**config.mk**
```make
export PLATFORM = sky130hd
export DESIGN_NAME = serial_baud_rate_generator
export DESIGN_NICKNAME = d
export VERILOG_FILES = /design/src/rtl/baud_gen_pkg.sv /design/src/rtl/rate_prescaler.sv /design/src/rtl/rate_timer_counter.sv /design/src/rtl/serial_baud_rate_generator.sv
export SDC_FILE = /design/constraint.sdc
export NUM_CORES = 1
export LEC_CHECK = 0
export BUFFER_PORTS_ARGS = -buffer_cell sky130_fd_sc_hd__buf_2
export CAP_MARGIN = 40
export CORE_MARGIN = 2
export CORE_UTILIZATION = 45
export DETAILED_ROUTE_END_ITERATION = 12
export PLACE_DENSITY = 0.66
export SLEW_MARGIN = 20
export SYNTH_ARGS = -nofsm -noshare
export SYNTH_HDL_FRONTEND = slang
export SYNTH_SLANG_ARGS = --single-unit
export TNS_END_PERCENT = 100
```
**constraint.sdc**
```tcl
create_clock -name pclk -period 3 [get_ports pclk]
set_clock_uncertainty 0.05 [all_clocks]
set_input_delay 0.45 -clock pclk [delete_from_list [all_inputs] [get_ports pclk]]
set_output_delay 0.45 -clock pclk [all_outputs]
set_load 0.02 [all_outputs]
```
**src/rtl/baud_gen_pkg.sv**
```systemverilog
package baud_gen_pkg;

    // ------------------------------------------------------------
    // Register byte addresses
    // ------------------------------------------------------------
    localparam logic [7:0] OFS_BAUD_CONTROL      = 8'h00;
    localparam logic [7:0] OFS_RECEIVE_STATUS    = 8'h04;
    localparam logic [7:0] OFS_RATE_DIVISOR_LOW  = 8'h08;
    localparam logic [7:0] OFS_RATE_DIVISOR_HIGH = 8'h0C;
    localparam logic [7:0] OFS_TRANSMIT_STATUS   = 8'h10;

    // ------------------------------------------------------------
    // Field positions
    // ------------------------------------------------------------
    localparam int BIT_RECEIVER_IDLE  = 6;
    localparam int BIT_WIDE_DIVISOR   = 3;
    localparam int BIT_PORT_MODE_SYNC = 4;
    localparam int BIT_HIGH_SPEED     = 2;
    localparam int BIT_TSR_EMPTY      = 1;

    // ------------------------------------------------------------
    // Writable masks and values after reset
    // ------------------------------------------------------------
    localparam logic [7:0] MASK_BAUD_CONTROL     = 8'h1B;
    localparam logic [7:0] MASK_RECEIVE_STATUS   = 8'hF8;
    localparam logic [7:0] MASK_TRANSMIT_STATUS  = 8'hFD;
    localparam logic [7:0] RST_BAUD_CONTROL      = 8'h00;
    localparam logic [7:0] RST_RECEIVE_STATUS    = 8'h00;
    localparam logic [7:0] RST_RATE_DIVISOR      = 8'h00;
    localparam logic [7:0] RST_TRANSMIT_STATUS   = 8'h00;

    // ------------------------------------------------------------
    // Prescale counts: multiplier minus one
    // ------------------------------------------------------------
    localparam int         PRE_W      = 6;
    localparam logic [5:0] PRE_LIM_64 = 6'h3F;
    localparam logic [5:0] PRE_LIM_16 = 6'h0F;
    localparam logic [5:0] PRE_LIM_4  = 6'h03;

    // ------------------------------------------------------------
    // Carriers
    // ------------------------------------------------------------
    typedef struct packed {
        logic        port_sync;
        logic        wide_divisor_enable;
        logic        high_speed_select;
    } rate_cfg_t;

    typedef struct packed {
        logic [7:0]  baud_control;
        logic [7:0]  receive_status_control;
        logic [7:0]  rate_divisor_low;
        logic [7:0]  rate_divisor_high;
        logic [7:0]  transmit_status_control;
        logic        pready;
        logic        pslverr;
        logic [31:0] prdata;
    } regs_state_t;

    typedef struct packed {
        logic [5:0]  cnt;
        logic        step;
    } pre_state_t;

endpackage : baud_gen_pkg

```
**src/rtl/rate_prescaler.sv**
```systemverilog
`timescale 1ns/1ns
module rate_prescaler (
    input  wire logic                           pclk,
    input  wire logic                           presetn,
    input  wire logic                           clear,
    input  wire logic [baud_gen_pkg::PRE_W-1:0] limit,
    output logic                                step
);
    import baud_gen_pkg::*;

    pre_state_t s_q;
    pre_state_t s_d;

    // ------------------------------------------------------------
    // Multiplier stage: one step every limit+1 cycles
    // ------------------------------------------------------------
    always_comb begin
        s_d = s_q;
        if (clear) begin
            s_d.cnt  = '0;
            s_d.step = 1'b0;
        end else if (s_q.cnt >= limit) begin
            s_d.cnt  = '0;
            s_d.step = 1'b1;
        end else begin
            s_d.cnt  = s_q.cnt + 6'h01;
            s_d.step = 1'b0;
        end
    end

    always_ff @(posedge pclk or negedge presetn) begin
        if (!presetn) begin
            s_q <= '0;
        end else begin
            s_q <= s_d;
        end
    end

    assign step = s_q.step;

    chk_pre_single_step: assert property (@(posedge pclk) disable iff (!presetn)
        s_q.step |=> !s_q.step) else $error("prescale step longer than one cycle");

    chk_pre_clear_zero: assert property (@(posedge pclk) disable iff (!presetn)
        clear |=> (s_q.cnt == 6'h00) && !s_q.step) else $error("prescaler not cleared");

endmodule : rate_prescaler

```
**src/rtl/rate_timer_counter.sv**
```systemverilog
`timescale 1ns/1ns
module rate_timer_counter #(
    parameter int WIDTH = 16
) (
    input  wire logic             pclk,
    input  wire logic             presetn,
    input  wire logic             clear,
    input  wire logic             step,
    input  wire logic [WIDTH-1:0] limit,
    output logic                  tick,
    output logic [WIDTH-1:0]      value
);
    import baud_gen_pkg::*;

    generate
        if (WIDTH < 8 || WIDTH > 16) begin : g_bad_width
            $error("rate_timer_counter width must be 8 to 16");
        end
    endgenerate

    typedef struct packed {
        logic [WIDTH-1:0] cnt;
        logic             tick;
    } cnt_state_t;

    cnt_state_t s_q;
    cnt_state_t s_d;

    // ------------------------------------------------------------
    // Free running count of limit+1 steps, then reload
    // ------------------------------------------------------------
    always_comb begin
        s_d      = s_q;
        s_d.tick = 1'b0;
        if (clear) begin
            s_d.cnt = '0;
        end else if (step) begin
            if (s_q.cnt >= limit) begin
                s_d.cnt  = '0;
                s_d.tick = 1'b1;
            end else begin
                s_d.cnt = s_q.cnt + {{(WIDTH-1){1'b0}}, 1'b1};
            end
        end
    end

    always_ff @(posedge pclk or negedge presetn) begin
        if (!presetn) begin
            s_q <= '0;
        end else begin
            s_q <= s_d;
        end
    end

    assign tick  = s_q.tick;
    assign value = s_q.cnt;

    chk_tick_reloads: assert property (@(posedge pclk) disable iff (!presetn)
        s_q.tick |-> (s_q.cnt == '0)) else $error("timer did not reload on tick");

    chk_tick_needs_step: assert property (@(posedge pclk) disable iff (!presetn)
        s_q.tick |-> $past(step) && !$past(clear)) else $error("tick without a step");

endmodule : rate_timer_counter

```
**src/rtl/serial_baud_rate_generator.sv**
```systemverilog
// Function
// - One dedicated rate timer serves async and sync modes, 8 or 16 bits wide.
// - After reset the timer is 8 bits wide, using the low divisor byte only.
// - With wide divisor enabled the timer uses the full high:low divisor.
// - The timer runs freely; its period comes from the low divisor byte, or the high:low pair when wide.
// - Async multiplier depends on both high speed select and wide divisor enable.
// - Async 8-bit low: 64(n+1); async 16-bit low: 16(n+1); sync: 4(n+1).
// - Sync mode ignores high speed select when choosing the multiplier.
// - A write to either divisor byte clears the timer at once.
// - Wide divisor enable is bit 3 of baud control; 1 means 16 bits.
// - High speed select is bit 2 of transmit status control.
// - Port mode select is bit 4 of transmit status control; 1 is sync.
// - Receiver idle flag reads 0 while receiving, 1 when idle.
//
// Design decisions made here: register access over APB and the address map.
`timescale 1ns/1ns
module serial_baud_rate_generator #(
    parameter int TIMER_W = 16
) (
    input  wire logic               pclk,
    input  wire logic               presetn,
    input  wire logic               psel,
    input  wire logic               penable,
    input  wire logic               pwrite,
    input  wire logic [7:0]         paddr,
    input  wire logic [31:0]        pwdata,
    output logic      [31:0]        prdata,
    output logic                    pready,
    output logic                    pslverr,
    input  wire logic               receiver_idle_flag,
    input  wire logic               tsr_empty,
    output logic                    rate_tick,
    output logic      [TIMER_W-1:0] rate_timer_value
);
    import baud_gen_pkg::*;

    generate
        if (TIMER_W != 16) begin : g_bad_timer
            $error("serial_baud_rate_generator needs a 16-bit rate timer");
        end
    endgenerate

    regs_state_t       s_q;
    regs_state_t       s_d;
    rate_cfg_t         cfg;
    logic              access_done;
    logic              wr_en;
    logic              addr_ok;
    logic [7:0]        rd_byte;
    logic              div_write;
    logic [PRE_W-1:0]  pre_limit;
    logic [15:0]       eff_divisor;
    logic              pre_step;

    // ------------------------------------------------------------
    // Mode decode
    // ------------------------------------------------------------
    always_comb begin
        cfg.port_sync           = s_q.transmit_status_control[BIT_PORT_MODE_SYNC];
        cfg.wide_divisor_enable = s_q.baud_control[BIT_WIDE_DIVISOR];
        cfg.high_speed_select   = s_q.transmit_status_control[BIT_HIGH_SPEED];
    end

    always_comb begin
        if (cfg.port_sync) begin
            pre_limit = PRE_LIM_4;
        end else begin
            unique case ({cfg.wide_divisor_enable, cfg.high_speed_select})
                2'b00: pre_limit = PRE_LIM_64;
                2'b01: pre_limit = PRE_LIM_16;
                2'b10: pre_limit = PRE_LIM_16;
                2'b11: pre_limit = PRE_LIM_4;
            endcase
        end
    end

    always_comb begin
        if (cfg.wide_divisor_enable) begin
            eff_divisor = {s_q.rate_divisor_high, s_q.rate_divisor_low};
        end else begin
            eff_divisor = {8'h00, s_q.rate_divisor_low};
        end
    end

    // ------------------------------------------------------------
    // APB slave: one wait state, answer from flip-flops
    // ------------------------------------------------------------
    assign access_done = psel && penable && s_q.pready;
    assign wr_en       = access_done && pwrite && !s_q.pslverr;
    assign addr_ok     = (paddr == OFS_BAUD_CONTROL) || (paddr == OFS_RECEIVE_STATUS)
                      || (paddr == OFS_RATE_DIVISOR_LOW) || (paddr == OFS_RATE_DIVISOR_HIGH)
                      || (paddr == OFS_TRANSMIT_STATUS);
    assign div_write   = wr_en && ((paddr == OFS_RATE_DIVISOR_LOW) || (paddr == OFS_RATE_DIVISOR_HIGH));

    always_comb begin
        rd_byte = 8'h00;
        if (paddr == OFS_BAUD_CONTROL) begin
            rd_byte                    = s_q.baud_control;
            rd_byte[BIT_RECEIVER_IDLE] = receiver_idle_flag;
        end else if (paddr == OFS_RECEIVE_STATUS) begin
            rd_byte = s_q.receive_status_control;
        end else if (paddr == OFS_RATE_DIVISOR_LOW) begin
            rd_byte = s_q.rate_divisor_low;
        end else if (paddr == OFS_RATE_DIVISOR_HIGH) begin
            rd_byte = s_q.rate_divisor_high;
        end else if (paddr == OFS_TRANSMIT_STATUS) begin
            rd_byte                = s_q.transmit_status_control;
            rd_byte[BIT_TSR_EMPTY] = tsr_empty;
        end
    end

    always_comb begin
        s_d = s_q;
        if (psel && penable && !s_q.pready) begin
            s_d.pready  = 1'b1;
            s_d.pslverr = !addr_ok;
            s_d.prdata  = (pwrite || !addr_ok) ? 32'h0000_0000 : {24'h00_0000, rd_byte};
        end else begin
            s_d.pready  = 1'b0;
            s_d.pslverr = 1'b0;
        end
        if (wr_en) begin
            if (paddr == OFS_BAUD_CONTROL) begin
                s_d.baud_control = pwdata[7:0] & MASK_BAUD_CONTROL;
            end
            if (paddr == OFS_RECEIVE_STATUS) begin
                s_d.receive_status_control = pwdata[7:0] & MASK_RECEIVE_STATUS;
            end
            if (paddr == OFS_RATE_DIVISOR_LOW) begin
                s_d.rate_divisor_low = pwdata[7:0];
            end
            if (paddr == OFS_RATE_DIVISOR_HIGH) begin
                s_d.rate_divisor_high = pwdata[7:0];
            end
            if (paddr == OFS_TRANSMIT_STATUS) begin
                s_d.transmit_status_control = pwdata[7:0] & MASK_TRANSMIT_STATUS;
            end
        end
    end

    always_ff @(posedge pclk or negedge presetn) begin
        if (!presetn) begin
            s_q.baud_control            <= RST_BAUD_CONTROL;
            s_q.receive_status_control  <= RST_RECEIVE_STATUS;
            s_q.rate_divisor_low        <= RST_RATE_DIVISOR;
            s_q.rate_divisor_high       <= RST_RATE_DIVISOR;
            s_q.transmit_status_control <= RST_TRANSMIT_STATUS;
            s_q.pready                  <= 1'b0;
            s_q.pslverr                 <= 1'b0;
            s_q.prdata                  <= 32'h0000_0000;
        end else begin
            s_q <= s_d;
        end
    end

    assign prdata  = s_q.prdata;
    assign pready  = s_q.pready;
    assign pslverr = s_q.pslverr;

    // ------------------------------------------------------------
    // Rate timer: prescaler then divisor count
    // ------------------------------------------------------------
    // The tick is registered behind the prescaler step, so the first tick after a
    // divisor write comes one cycle later than every following period.
    rate_prescaler u_prescaler (
        .pclk    (pclk),
        .presetn (presetn),
        .clear   (div_write),
        .limit   (pre_limit),
        .step    (pre_step)
    );

    rate_timer_counter #(
        .WIDTH (TIMER_W)
    ) u_timer (
        .pclk    (pclk),
        .presetn (presetn),
        .clear   (div_write),
        .step    (pre_step),
        .limit   (eff_divisor),
        .tick    (rate_tick),
        .value   (rate_timer_value)
    );

    // ------------------------------------------------------------
    // Checks
    // ------------------------------------------------------------
    // Cycles since the last tick; not trusted across a divisor write or mode change
    logic [23:0] per_q;
    logic        per_valid_q;
    logic [5:0]  lim_prev_q;
    logic [15:0] div_prev_q;
    logic        cfg_chg;
    logic [23:0] expected_period;

    assign cfg_chg         = (lim_prev_q != pre_limit) || (div_prev_q != eff_divisor);
    assign expected_period = 24'((32'(eff_divisor) + 32'h1) * (32'(pre_limit) + 32'h1));

    always_ff @(posedge pclk or negedge presetn) begin
        if (!presetn) begin
            per_q       <= 24'h00_0000;
            per_valid_q <= 1'b0;
            lim_prev_q  <= PRE_LIM_64;
            div_prev_q  <= 16'h0000;
        end else begin
            lim_prev_q <= pre_limit;
            div_prev_q <= eff_divisor;
            per_q      <= (rate_tick || div_write) ? 24'h00_0001 : per_q + 24'h00_0001;
            if (div_write || cfg_chg) begin
                per_valid_q <= 1'b0;
            end else if (rate_tick) begin
                per_valid_q <= 1'b1;
            end
        end
    end

    chk_tick_period: assert property (@(posedge pclk) disable iff (!presetn)
        (rate_tick && per_valid_q && !cfg_chg) |-> (per_q == expected_period))
        else $error("rate tick period wrong");

    chk_narrow_divisor: assert property (@(posedge pclk) disable iff (!presetn)
        !s_q.baud_control[BIT_WIDE_DIVISOR] |-> (eff_divisor[15:8] == 8'h00))
        else $error("narrow mode uses high divisor byte");

    chk_wide_divisor: assert property (@(posedge pclk) disable iff (!presetn)
        s_q.baud_control[BIT_WIDE_DIVISOR] |-> (eff_divisor[15:8] == s_q.rate_divisor_high))
        else $error("wide mode ignores high divisor byte");

    chk_sync_ignores_speed: assert property (@(posedge pclk) disable iff (!presetn)
        s_q.transmit_status_control[BIT_PORT_MODE_SYNC] |-> (pre_limit == 6'h03))
        else $error("sync multiplier not four");

    chk_async_low_mult: assert property (@(posedge pclk) disable iff (!presetn)
        (!cfg.port_sync && !cfg.high_speed_select) |-> (pre_limit == (cfg.wide_divisor_enable ? 6'h0F : 6'h3F)))
        else $error("async low speed multiplier wrong");

    chk_async_high_mult: assert property (@(posedge pclk) disable iff (!presetn)
        (!cfg.port_sync && cfg.high_speed_select) |-> (pre_limit == (cfg.wide_divisor_enable ? 6'h03 : 6'h0F)))
        else $error("async high speed multiplier wrong");

    chk_write_clears: assert property (@(posedge pclk) disable iff (!presetn)
        div_write |=> (rate_timer_value == 16'h0000) && !rate_tick)
        else $error("divisor write did not clear timer");

    chk_idle_readback: assert property (@(posedge pclk) disable iff (!presetn)
        (psel && penable && !s_q.pready && !pwrite && paddr == OFS_BAUD_CONTROL)
        |=> (prdata[BIT_RECEIVER_IDLE] == $past(receiver_idle_flag)))
        else $error("receiver idle flag misread");

    chk_free_running: assert property (@(posedge pclk) disable iff (!presetn)
        (rate_tick && !div_write) |-> ##[1:1000] (rate_tick || div_write || cfg_chg || per_q > 24'h00_03E7))
        else $error("timer stopped after tick");

    chk_tick_one_cycle: assert property (@(posedge pclk) disable iff (!presetn)
        rate_tick |=> !rate_tick)
        else $error("rate tick longer than one cycle");

    // ------------------------------------------------------------
    // Bus checks
    // ------------------------------------------------------------
    chk_ready_pulse: assert property (@(posedge pclk) disable iff (!presetn)
        pready |=> !pready) else $error("pready held longer than one cycle");

    chk_one_wait_state: assert property (@(posedge pclk) disable iff (!presetn)
        (psel && penable && !s_q.pready) |=> pready)
        else $error("bus answer not after one wait state");

    chk_no_early_ready: assert property (@(posedge pclk) disable iff (!presetn)
        !(psel && penable) |=> !pready)
        else $error("bus answer without an access phase");

    chk_bad_addr_error: assert property (@(posedge pclk) disable iff (!presetn)
        (psel && penable && !s_q.pready && !addr_ok) |=> (pslverr && prdata == 32'h0000_0000))
        else $error("unmapped address not refused");

    chk_good_addr_ok: assert property (@(posedge pclk) disable iff (!presetn)
        (psel && penable && !s_q.pready && addr_ok) |=> !pslverr)
        else $error("mapped address refused");

    // ------------------------------------------------------------
    // Divisor store checks
    // ------------------------------------------------------------
    chk_low_byte_store: assert property (@(posedge pclk) disable iff (!presetn)
        (wr_en && paddr == OFS_RATE_DIVISOR_LOW) |=> (s_q.rate_divisor_low == $past(pwdata[7:0])))
        else $error("low divisor byte not stored");

    chk_high_byte_store: assert property (@(posedge pclk) disable iff (!presetn)
        (wr_en && paddr == OFS_RATE_DIVISOR_HIGH) |=> (s_q.rate_divisor_high == $past(pwdata[7:0])))
        else $error("high divisor byte not stored");

    chk_low_read_back: assert property (@(posedge pclk) disable iff (!presetn)
        (psel && penable && !s_q.pready && !pwrite && paddr == OFS_RATE_DIVISOR_LOW)
        |=> (prdata[7:0] == s_q.rate_divisor_low))
        else $error("low divisor byte misread");

    chk_refused_write: assert property (@(posedge pclk) disable iff (!presetn)
        (psel && penable && pready && pwrite && pslverr) |=> $stable(s_q.rate_divisor_low))
        else $error("refused write changed the divisor");

endmodule : serial_baud_rate_generator

```
After elaboration in Yosys (flattened, before gate mapping)
Cells that the tools add are included.
Cells by class
  add/subtract/negate cells: 2
  $lt $le $gt $ge: 2
  equality and inequality tests: 7
  muxes and demuxes: 17
  reductions and logical operators: 24
Operators with widths (count)
  $mux 16: 3
  $mux 8: 6
  $pmux 6 s3: 1
  $mux 17: 1
  $add 16x1->16 const B: 1
  $eq 8x4->1 const B: 2
  $ge 16x16->1: 1
  $mux 7: 2
  $reduce_and 2->1: 5
  $eq 8x3->1 const B: 1
  $eq 8x5->1 const B: 1
  $logic_not 8->1: 1
  $add 6x1->6 const B: 1
  $ge 6x6->1: 1
  $logic_and 1x1->1: 6
  $logic_or 1x1->1: 6
  $mux 6: 1
  $eq 2x2->1 const B: 2
  $logic_not 1->1: 3
  $eq 2x1->1 const B: 1
  $logic_not 2->1: 1
  $mux 1: 2
  $mux 2: 1
  $reduce_bool 2->1: 1
  $reduce_or 2->1: 1
Storage, ports and cells
  register bits after elaboration: 90
  input bits: 47
  output and inout bits: 51
  logic and storage cells: 64

Longest topological paths before layout
Gate-level depths: netlist (run 1).
  word-level depth: 8
  gate-level depth with buffers: 11
  mapped depth without buffers: 8

By module
A second synthesis (run 1) with hierarchy kept.
Second synthesis, totals
  cell total of the unflattened synthesis: 424
  area total of the unflattened synthesis: 4145.2 um^2
By module, submodules not included
  serial_baud_rate_generator: instances 1, cells each 216, area an instance 2307.2 um^2
  rate_timer_counter: instances 1, cells each 162, area an instance 1371.3 um^2
  rate_prescaler: instances 1, cells each 46, area an instance 466.7 um^2

Worst setup path after synthesis (run 1)
No wires, ideal clock.
  kind: register -> register
  start point: register s_q (netlist bit cfg[1])
  end point: register u_timer.s_q (netlist bit u_timer.value[4])
  arrival: 2.269 ns
  required time: 2.870 ns
  path slack: 0.602 ns
  cell stages (with the launch flop): 12
  buffers on the path: 3
  cell sequence: dfrtp_1 clkbuf_1 nand2_1 ha_1 a21o_1 a221oi_1 a21boi_0 a311o_1 buf_2 buf_2 a31oi_1 mux2i_1
Between the ends
  cells in the longest elaborated chain, start to end: 5
Ends and longest elaborated chain
  start: declaration: RTL line serial_baud_rate_generator.sv:43  | regs_state_t s_q;
  $mux 16: RTL line serial_baud_rate_generator.sv:78  | if (cfg.wide_divisor_enable) begin
  $ge 16x16->1: RTL line rate_timer_counter.sv:38  | if (s_q.cnt >= limit) begin
  $mux 16: RTL line rate_timer_counter.sv:38
  $mux 17: RTL line rate_timer_counter.sv:37  | end else if (step) begin
  $mux 16: RTL line rate_timer_counter.sv:35  | if (clear) begin
  end signal: assignment: RTL line rate_timer_counter.sv:49  | s_q <= '0;
  end signal: assignment: RTL line rate_timer_counter.sv:51  | s_q <= s_d;
  end: declaration: RTL line rate_timer_counter.sv:26  | cnt_state_t s_q;
No other way between the ends. The select of a mux whose other input is x is not followed.
A chain may end at the register's enable or synchronous reset.

Worst setup path in the final report (run 1)
  start point: register s_q (netlist bit cfg[1])
  end point: register u_timer.s_q (netlist bit u_timer.value[14])
The elaborated chain is that of the path after synthesis.

==> results_dict.tcl, run 1 <==
set metrics [dict create \
    track_usage_pct 19.0 \
    start_util_pct 45.7 \
    post_dp_cell_area_um2 4140 \
    io_buffers 49 \
    ys_ff_latch 66 \
    grt_pass1_vias 2903 \
    syn_area_um2 3930 \
    antenna_found_initial 0 \
    critPathMaxFanout 26 \
    arrival_ns 2.83 \
    relSlewSlack_pct 57.8 \
    clk_path_buf_depth 2 \
    gp_congestion 0.816 \
    area.sequential_um2 1650 \
    core-area_um2 8590 \
    synth-edff-count 0 \
    fin_crit_sh_pct 87.5 \
    fill_cells 822 \
    synth_ff_type "dfrtp_1" \
    routedWlPerCell_um 15.3 \
    route.detailed.drc 0 \
    period_needed_ns 2.63 \
    cts_tree "built" \
    ctsResizeCount 0 \
    numCtsBuffers 9 \
    rsz0062_at_grt "false" \
    place_inst 546 \
    final_cells 563 \
    endpoint_kind "flip-flop" \
    ff2ff_path_depth 9 \
    vias 3025 \
    worst_slew_pin_slew_ns 0.630 \
    grt_pass1_wl_mm 14.5 \
    htreeDepth 3 \
    hold_viol_final 0 \
    clk_latency_ns 0.35 \
    fmax_ghz 0.381 \
    antenna_left 0 \
    drive_above_1_share_pct 23.1 \
    yosysWarnings 0 \
    clkTransAtPathRegs_ns 0.07 \
    vias_per_cell 5.37 \
    ys_async_sr_fraction_pct 100 \
    p_leak_nw 2.20 \
    synthToLayoutAreaGrowth_pct 11.0 \
    row_count 34 \
    required_ns 3.21 \
    yosysUniqueCellTypes 56 \
    min_delay_path_depth 3 \
    drv_cap 0 \
    multi_input_area_um2 1990 \
    crit_top_cell "nand2_1" \
    status "complete, no violations" \
    p_total_mw 2.09 \
    die_h_um 97.5 \
    design_area_um2 4370 \
    cts-root-buf "clkbuf_8" \
    syn_area_per_cell_um2 9.71 \
    drt_iter0_drc 114 \
    drv_slew 0 \
    nNetsFinal 520 \
    min_path_type "input port to flip-flop" \
    grt_max_degree 67 \
    startpoint_type "flip-flop" \
    syn_inst 405 \
    tns_ns 0 \
    powerDensity_nw_per_um2 478 \
    critPathKind "flip-flop to flip-flop" \
    diodes 0 \
    ir_drop_mv 0.345 \
    crit_slowest_cell "dfrtp_1" \
    ys_seq_area_share_pct 42.0 \
    path_cells "nand2_1 > ha_1 > a21o_1 > a221oi_1 > a21boi_0 > a311o_1 > buf_4 > nand2_1 > o211ai_1" \
    slowest_delay_ns 0.58 \
    die_x_um 97.5 \
    overflow 0 \
    finalSetupViolCount 0 \
    io_pins 98 \
    cts_sinks 66 \
    dr.pass1.iters 4 \
    dieArea_um2 9500 \
    wirelength_mm 8.59 \
    dp_hpwl_mm 6.32 \
    final_util_pct 50.8 \
]
[Yosys cell counts, drive strengths merged, types with 3 or more instances]
cell type   n  area, um2
nand2      50        195
o211ai      3       22.5
and3        7       43.8
nor3        4       41.3
buf        42        297
a21oi      16       80.1
nor2b       3       18.8
nand3      20        100
nand2b      5       31.3
nor2       19       81.3
inv        15       56.3
mux2       25        297
or2         4       25.0
a22o        5       43.8
a21boi      3       22.5
nand4       7       43.8
ha         22        275
nand3b      3       22.5
mux2i       8       80.1
o21ai      32        160
dfrtp      66       1650
a31oi       9       56.3
clkbuf      5       18.8
a21o        5       37.5
[layout make-up]
cell class	count	area share (%)
clock buffer	12	3.32
clock inverter	3	0.917
inverter	15	1.29
multi-input combinational	300	45.7
sequential	66	37.8
tap	108	3.10
timing repair buffer	59	7.85
[worst paths after layout]
kind	startpoint	to	slack [ns]
max	cfg[1]$_DFFE_PN0P_	u_timer.value[14]$_DFFE_PN0P_	0.37
min	pwdata[7]	s_q[57]$_DFFE_PN0P_	0.34
max reg2reg	cfg[1]$_DFFE_PN0P_	u_timer.value[14]$_DFFE_PN0P_	0.37
min reg2reg	u_prescaler.s_q[1]$_DFF_PN0_	u_prescaler.s_q[1]$_DFF_PN0_	0.40
max in group asynchronous	presetn	u_timer.value[3]$_DFFE_PN0P_	1.88
min in group asynchronous	presetn	prdata[4]$_DFFE_PN0P_	0.50
[per-stage QoR]
step,worst slack (ns),hold slack (ns)
after CTS,0.362,0.268
after floorplan,0.602,0.104
after global routing,0.113,0.328
after detailed placement,0.358,0.400
after global placement,0.451,0.398
final,0.375,0.337
[per-layer routing]
metal / track usage, % / vias to the layer above / share of wire, %
li1: - / 1475 / -
met1: 26.7 / 1462 / 48
met2: 29.0 / 80 / 46
met5: 0 / - / 0
met3: 5.61 / 8 / 4.9
met4: 5.02 / 0 / 1.3
[power by group]
part / internal (mW) / total (mW) / switching [mW] / leakage [nW]
sequential: 0.950 / 1.02 / 0.0661 / 0.862
combinational: 0.135 / 0.345 / 0.210 / 1.25
clock: 0.400 / 0.725 / 0.325 / 0.0962
total: 1.48 / 2.09 / 0.601 / 2.20
[kinds of logic (layout without fill, tap and decap cells)]
kind of cell	after synthesis	in the layout	share of synthesized area, %
AOI/OAI and AO/OA	87	87	13.8
xor gates and xnor gates	4	4	0.891
adders and majority gates	22	22	7.00
buffers and inverters	62	89	9.45
DFF	66	66	42.0
muxes	33	33	9.58
other	1	24	0.0954
and+or+nand+nor	130	130	17.2
[cell usage in the layout (no fill, tap or decap), drive strengths merged, types with 4 or more instances in the layout]
cell type  synthesis  final
and3               7      7
or2                4      4
nand3             20     20
mux2              25     25
conb               1     24
mux2i              8      8
nand4              7      7
clkbuf             5     12
a21oi             16     16
o21ai             32     32
a31oi              9      9
nand2             50     50
nand2b             5      5
a22o               5      5
a21o               5      5
nor3               4      4
ha                22     22
dfrtp             66     66
buf               42     58
inv               15     15
nor2              19     19
[critical path: cells and delay by family, from the launching register on]
kind | cells | cell delay [ns]
compound gates | 5 | 1.05
flops | 1 | 0.58
fa+ha+maj | 1 | 0.30
simple gates | 2 | 0.28
buf+inv | 1 | 0.27
[repair_timing]
action                     in CTS  in global routing
buffers inserted                0                  0
setup endpoints to repair       0                  0
hold buffers                    0                  1
hold endpoints to repair        0                  9
[state kept, by name, indices dropped and copies added (netlist names)]
signal / flops
cfg: 3
prdata: 8
pready: 1
pslverr: 1
s_q: 29
u_prescaler.s_q: 6
u_prescaler.step: 1
u_timer.tick: 1
u_timer.value: 16
Note: power is estimated with default switching activity, not from simulation.
==> run 2, diff against run 1 <==
==> constraint.sdc (replaced) <==
create_clock -name pclk -period 2.6 [get_ports pclk]
set_clock_uncertainty 0.05 [all_clocks]
set_input_delay 0.39 -clock pclk [delete_from_list [all_inputs] [get_ports pclk]]
set_output_delay 0.39 -clock pclk [all_outputs]
set_load 0.02 [all_outputs]
==> run 2 against run 1 <==
- maximum frequency rose by 12%
- highest routed layer unchanged
- via count rose by 2.1%
- worst hold slack got worse by 0.29 ns
- setup slack got worse by 0.13 ns
- largest cell class unchanged
- largest power group unchanged
==> results_dict.tcl, run 2 (synthesized netlist as in run 1, its figures left out) <==
set metrics [dict create \
    cts_sinks 66 \
    track_usage_pct 19.6 \
    crit_start "cfg[1]$_DFFE_PN0P_" \
    gp_congestion 0.812 \
    final_common_cell "dfrtp_1" \
    antenna_left 0 \
    clk_path_buf_depth 2 \
    die_x_um 97.5 \
    routedWlPerCell_um 15.7 \
    drv_slew 0 \
    cts-root-buf "clkbuf_8" \
    top_layer "met4" \
    m1WireLength_mm 4.22 \
    dp_hpwl_mm 6.59 \
    drv_cap 0 \
    tns_ns 0 \
    fmax_ghz 0.425 \
    start_util_pct 45.7 \
    fin_crit_sh_pct 90.5 \
    overflow 0 \
    grt_pass1_wl_mm 14.9 \
    numCtsBuffers 9 \
    critPathMaxFanout 26 \
    endpoint_kind "flip-flop" \
    powerDensity_nw_per_um2 612 \
    grt_pass1_vias 2953 \
    rsz0062_at_grt "false" \
    r2r_start "cfg[1]$_DFFE_PN0P_" \
    synthToLayoutAreaGrowth_pct 14.3 \
    htreeDepth 3 \
    route.detailed.drc 0 \
    clk_latency_ns 0.34 \
    routed-wl-met2_mm 4.17 \
    dieArea_um2 9500 \
    die_h_um 97.5 \
    wl_met3_um 398 \
    startpoint_type "flip-flop" \
    nNetsFinal 523 \
    top_register "s_q" \
    core-area_um2 8590 \
    antenna_found_initial 0 \
    period_needed_ns 2.35 \
    layout_common_cells "dfrtp_1, nand2_1, buf_2" \
    drive_above_1_share_pct 24.6 \
    relSlewSlack_pct 51.1 \
    ir_drop_mv 0.322 \
    arrival_ns 2.58 \
    min_path_type "input port to asynchronous set/reset pin" \
    dr.pass1.iters 5 \
    hold_viol_final 0 \
    cts_tree "built" \
    vias 3088 \
    finalSetupViolCount 0 \
    vias_per_cell 5.45 \
    worst_slew_pin_slew_ns 0.734 \
    p_leak_nw 2.27 \
    wirelength_mm 8.93 \
    io_buffers 49 \
    status "complete, no violations" \
    io_pins 98 \
    drt_iter0_drc 137 \
    row_count 34 \
    grt_max_degree 38 \
    largest_register_ffs 29 \
    required_ns 2.83 \
    fin_hold_ws_ns 0.0430 \
    diodes 0 \
    clkTransAtPathRegs_ns 0.08 \
    critPathKind "flip-flop to flip-flop" \
]
run 2: report_power, final:
group	total, mW	internal, mW	switching (mW)
Combinational	0.403	0.155	0.248
Sequential	1.17	1.10	0.0794
Clock	1.17	0.764	0.410
Total	2.75	2.01	0.737
run 2: timing repair:
| action | 4_1_cts | 5_1_grt |
|---|---|---|
| resized for setup | 0 | 1 |
| setup endpoints to repair | 0 | 1 |
| hold buffers | 0 | 0 |
| setup buffers | 0 | 0 |
run 2: critical path, cell delays in order, from the launching register on:
cell      delay (ns)
dfrtp_2         0.42
nand2_1         0.07
ha_1            0.28
a21o_1          0.18
a221oi_1        0.34
a21boi_0        0.22
a311o_1         0.19
buf_12          0.18
and2_1          0.20
a22o_1          0.15
run 2: area by class of cell:
type	count	area, um2
Tap cell	108	135
Inverter	15	56.3
Fill cell	795	4100
Clock buffer	10	138
Multi-Input combinational cell	300	1990
Timing Repair Buffer	62	380
Sequential cell	66	1650
Clock inverter	6	138
run 2: worst paths after layout:
check / slack, ns / cells past startpoint / end
min in group pclk: 0.25 / 2 / s_q[65]$_DFFE_PN0P_
max in group asynchronous: 1.78 / 2 / cfg[1]$_DFFE_PN0P_
max: 0.25 / 9 / u_timer.value[11]$_DFFE_PN0P_
min reg2reg: 0.41 / 1 / u_prescaler.s_q[1]$_DFF_PN0_
max reg2reg: 0.25 / 9 / u_timer.value[11]$_DFFE_PN0P_
min: 0.04 / 1 / prdata[6]$_DFFE_PN0P_
run 2: through the flow:
stage	cells	util, %	setup slack, ns	cell area (um2)	power, mW
after global routing	567	52.3	0.0611	4490	2.89
after floorplan	428	-	0.202	4020	1.47
final	567	52.3	0.247	4490	2.75
after detailed placement	551	49.1	0.207	4220	1.60
after global placement	550	49.0	0.287	4210	1.58
after CTS	567	52.3	0.197	4490	2.77
run 2: metal layers:
layer | vias up | global-route usage, %
met3 | 15 | 3.38
met1 | 1492 | 28.2
met4 | 0 | 6.62
li1 | 1488 | -
met5 | - | 0
met2 | 93 | 30.1
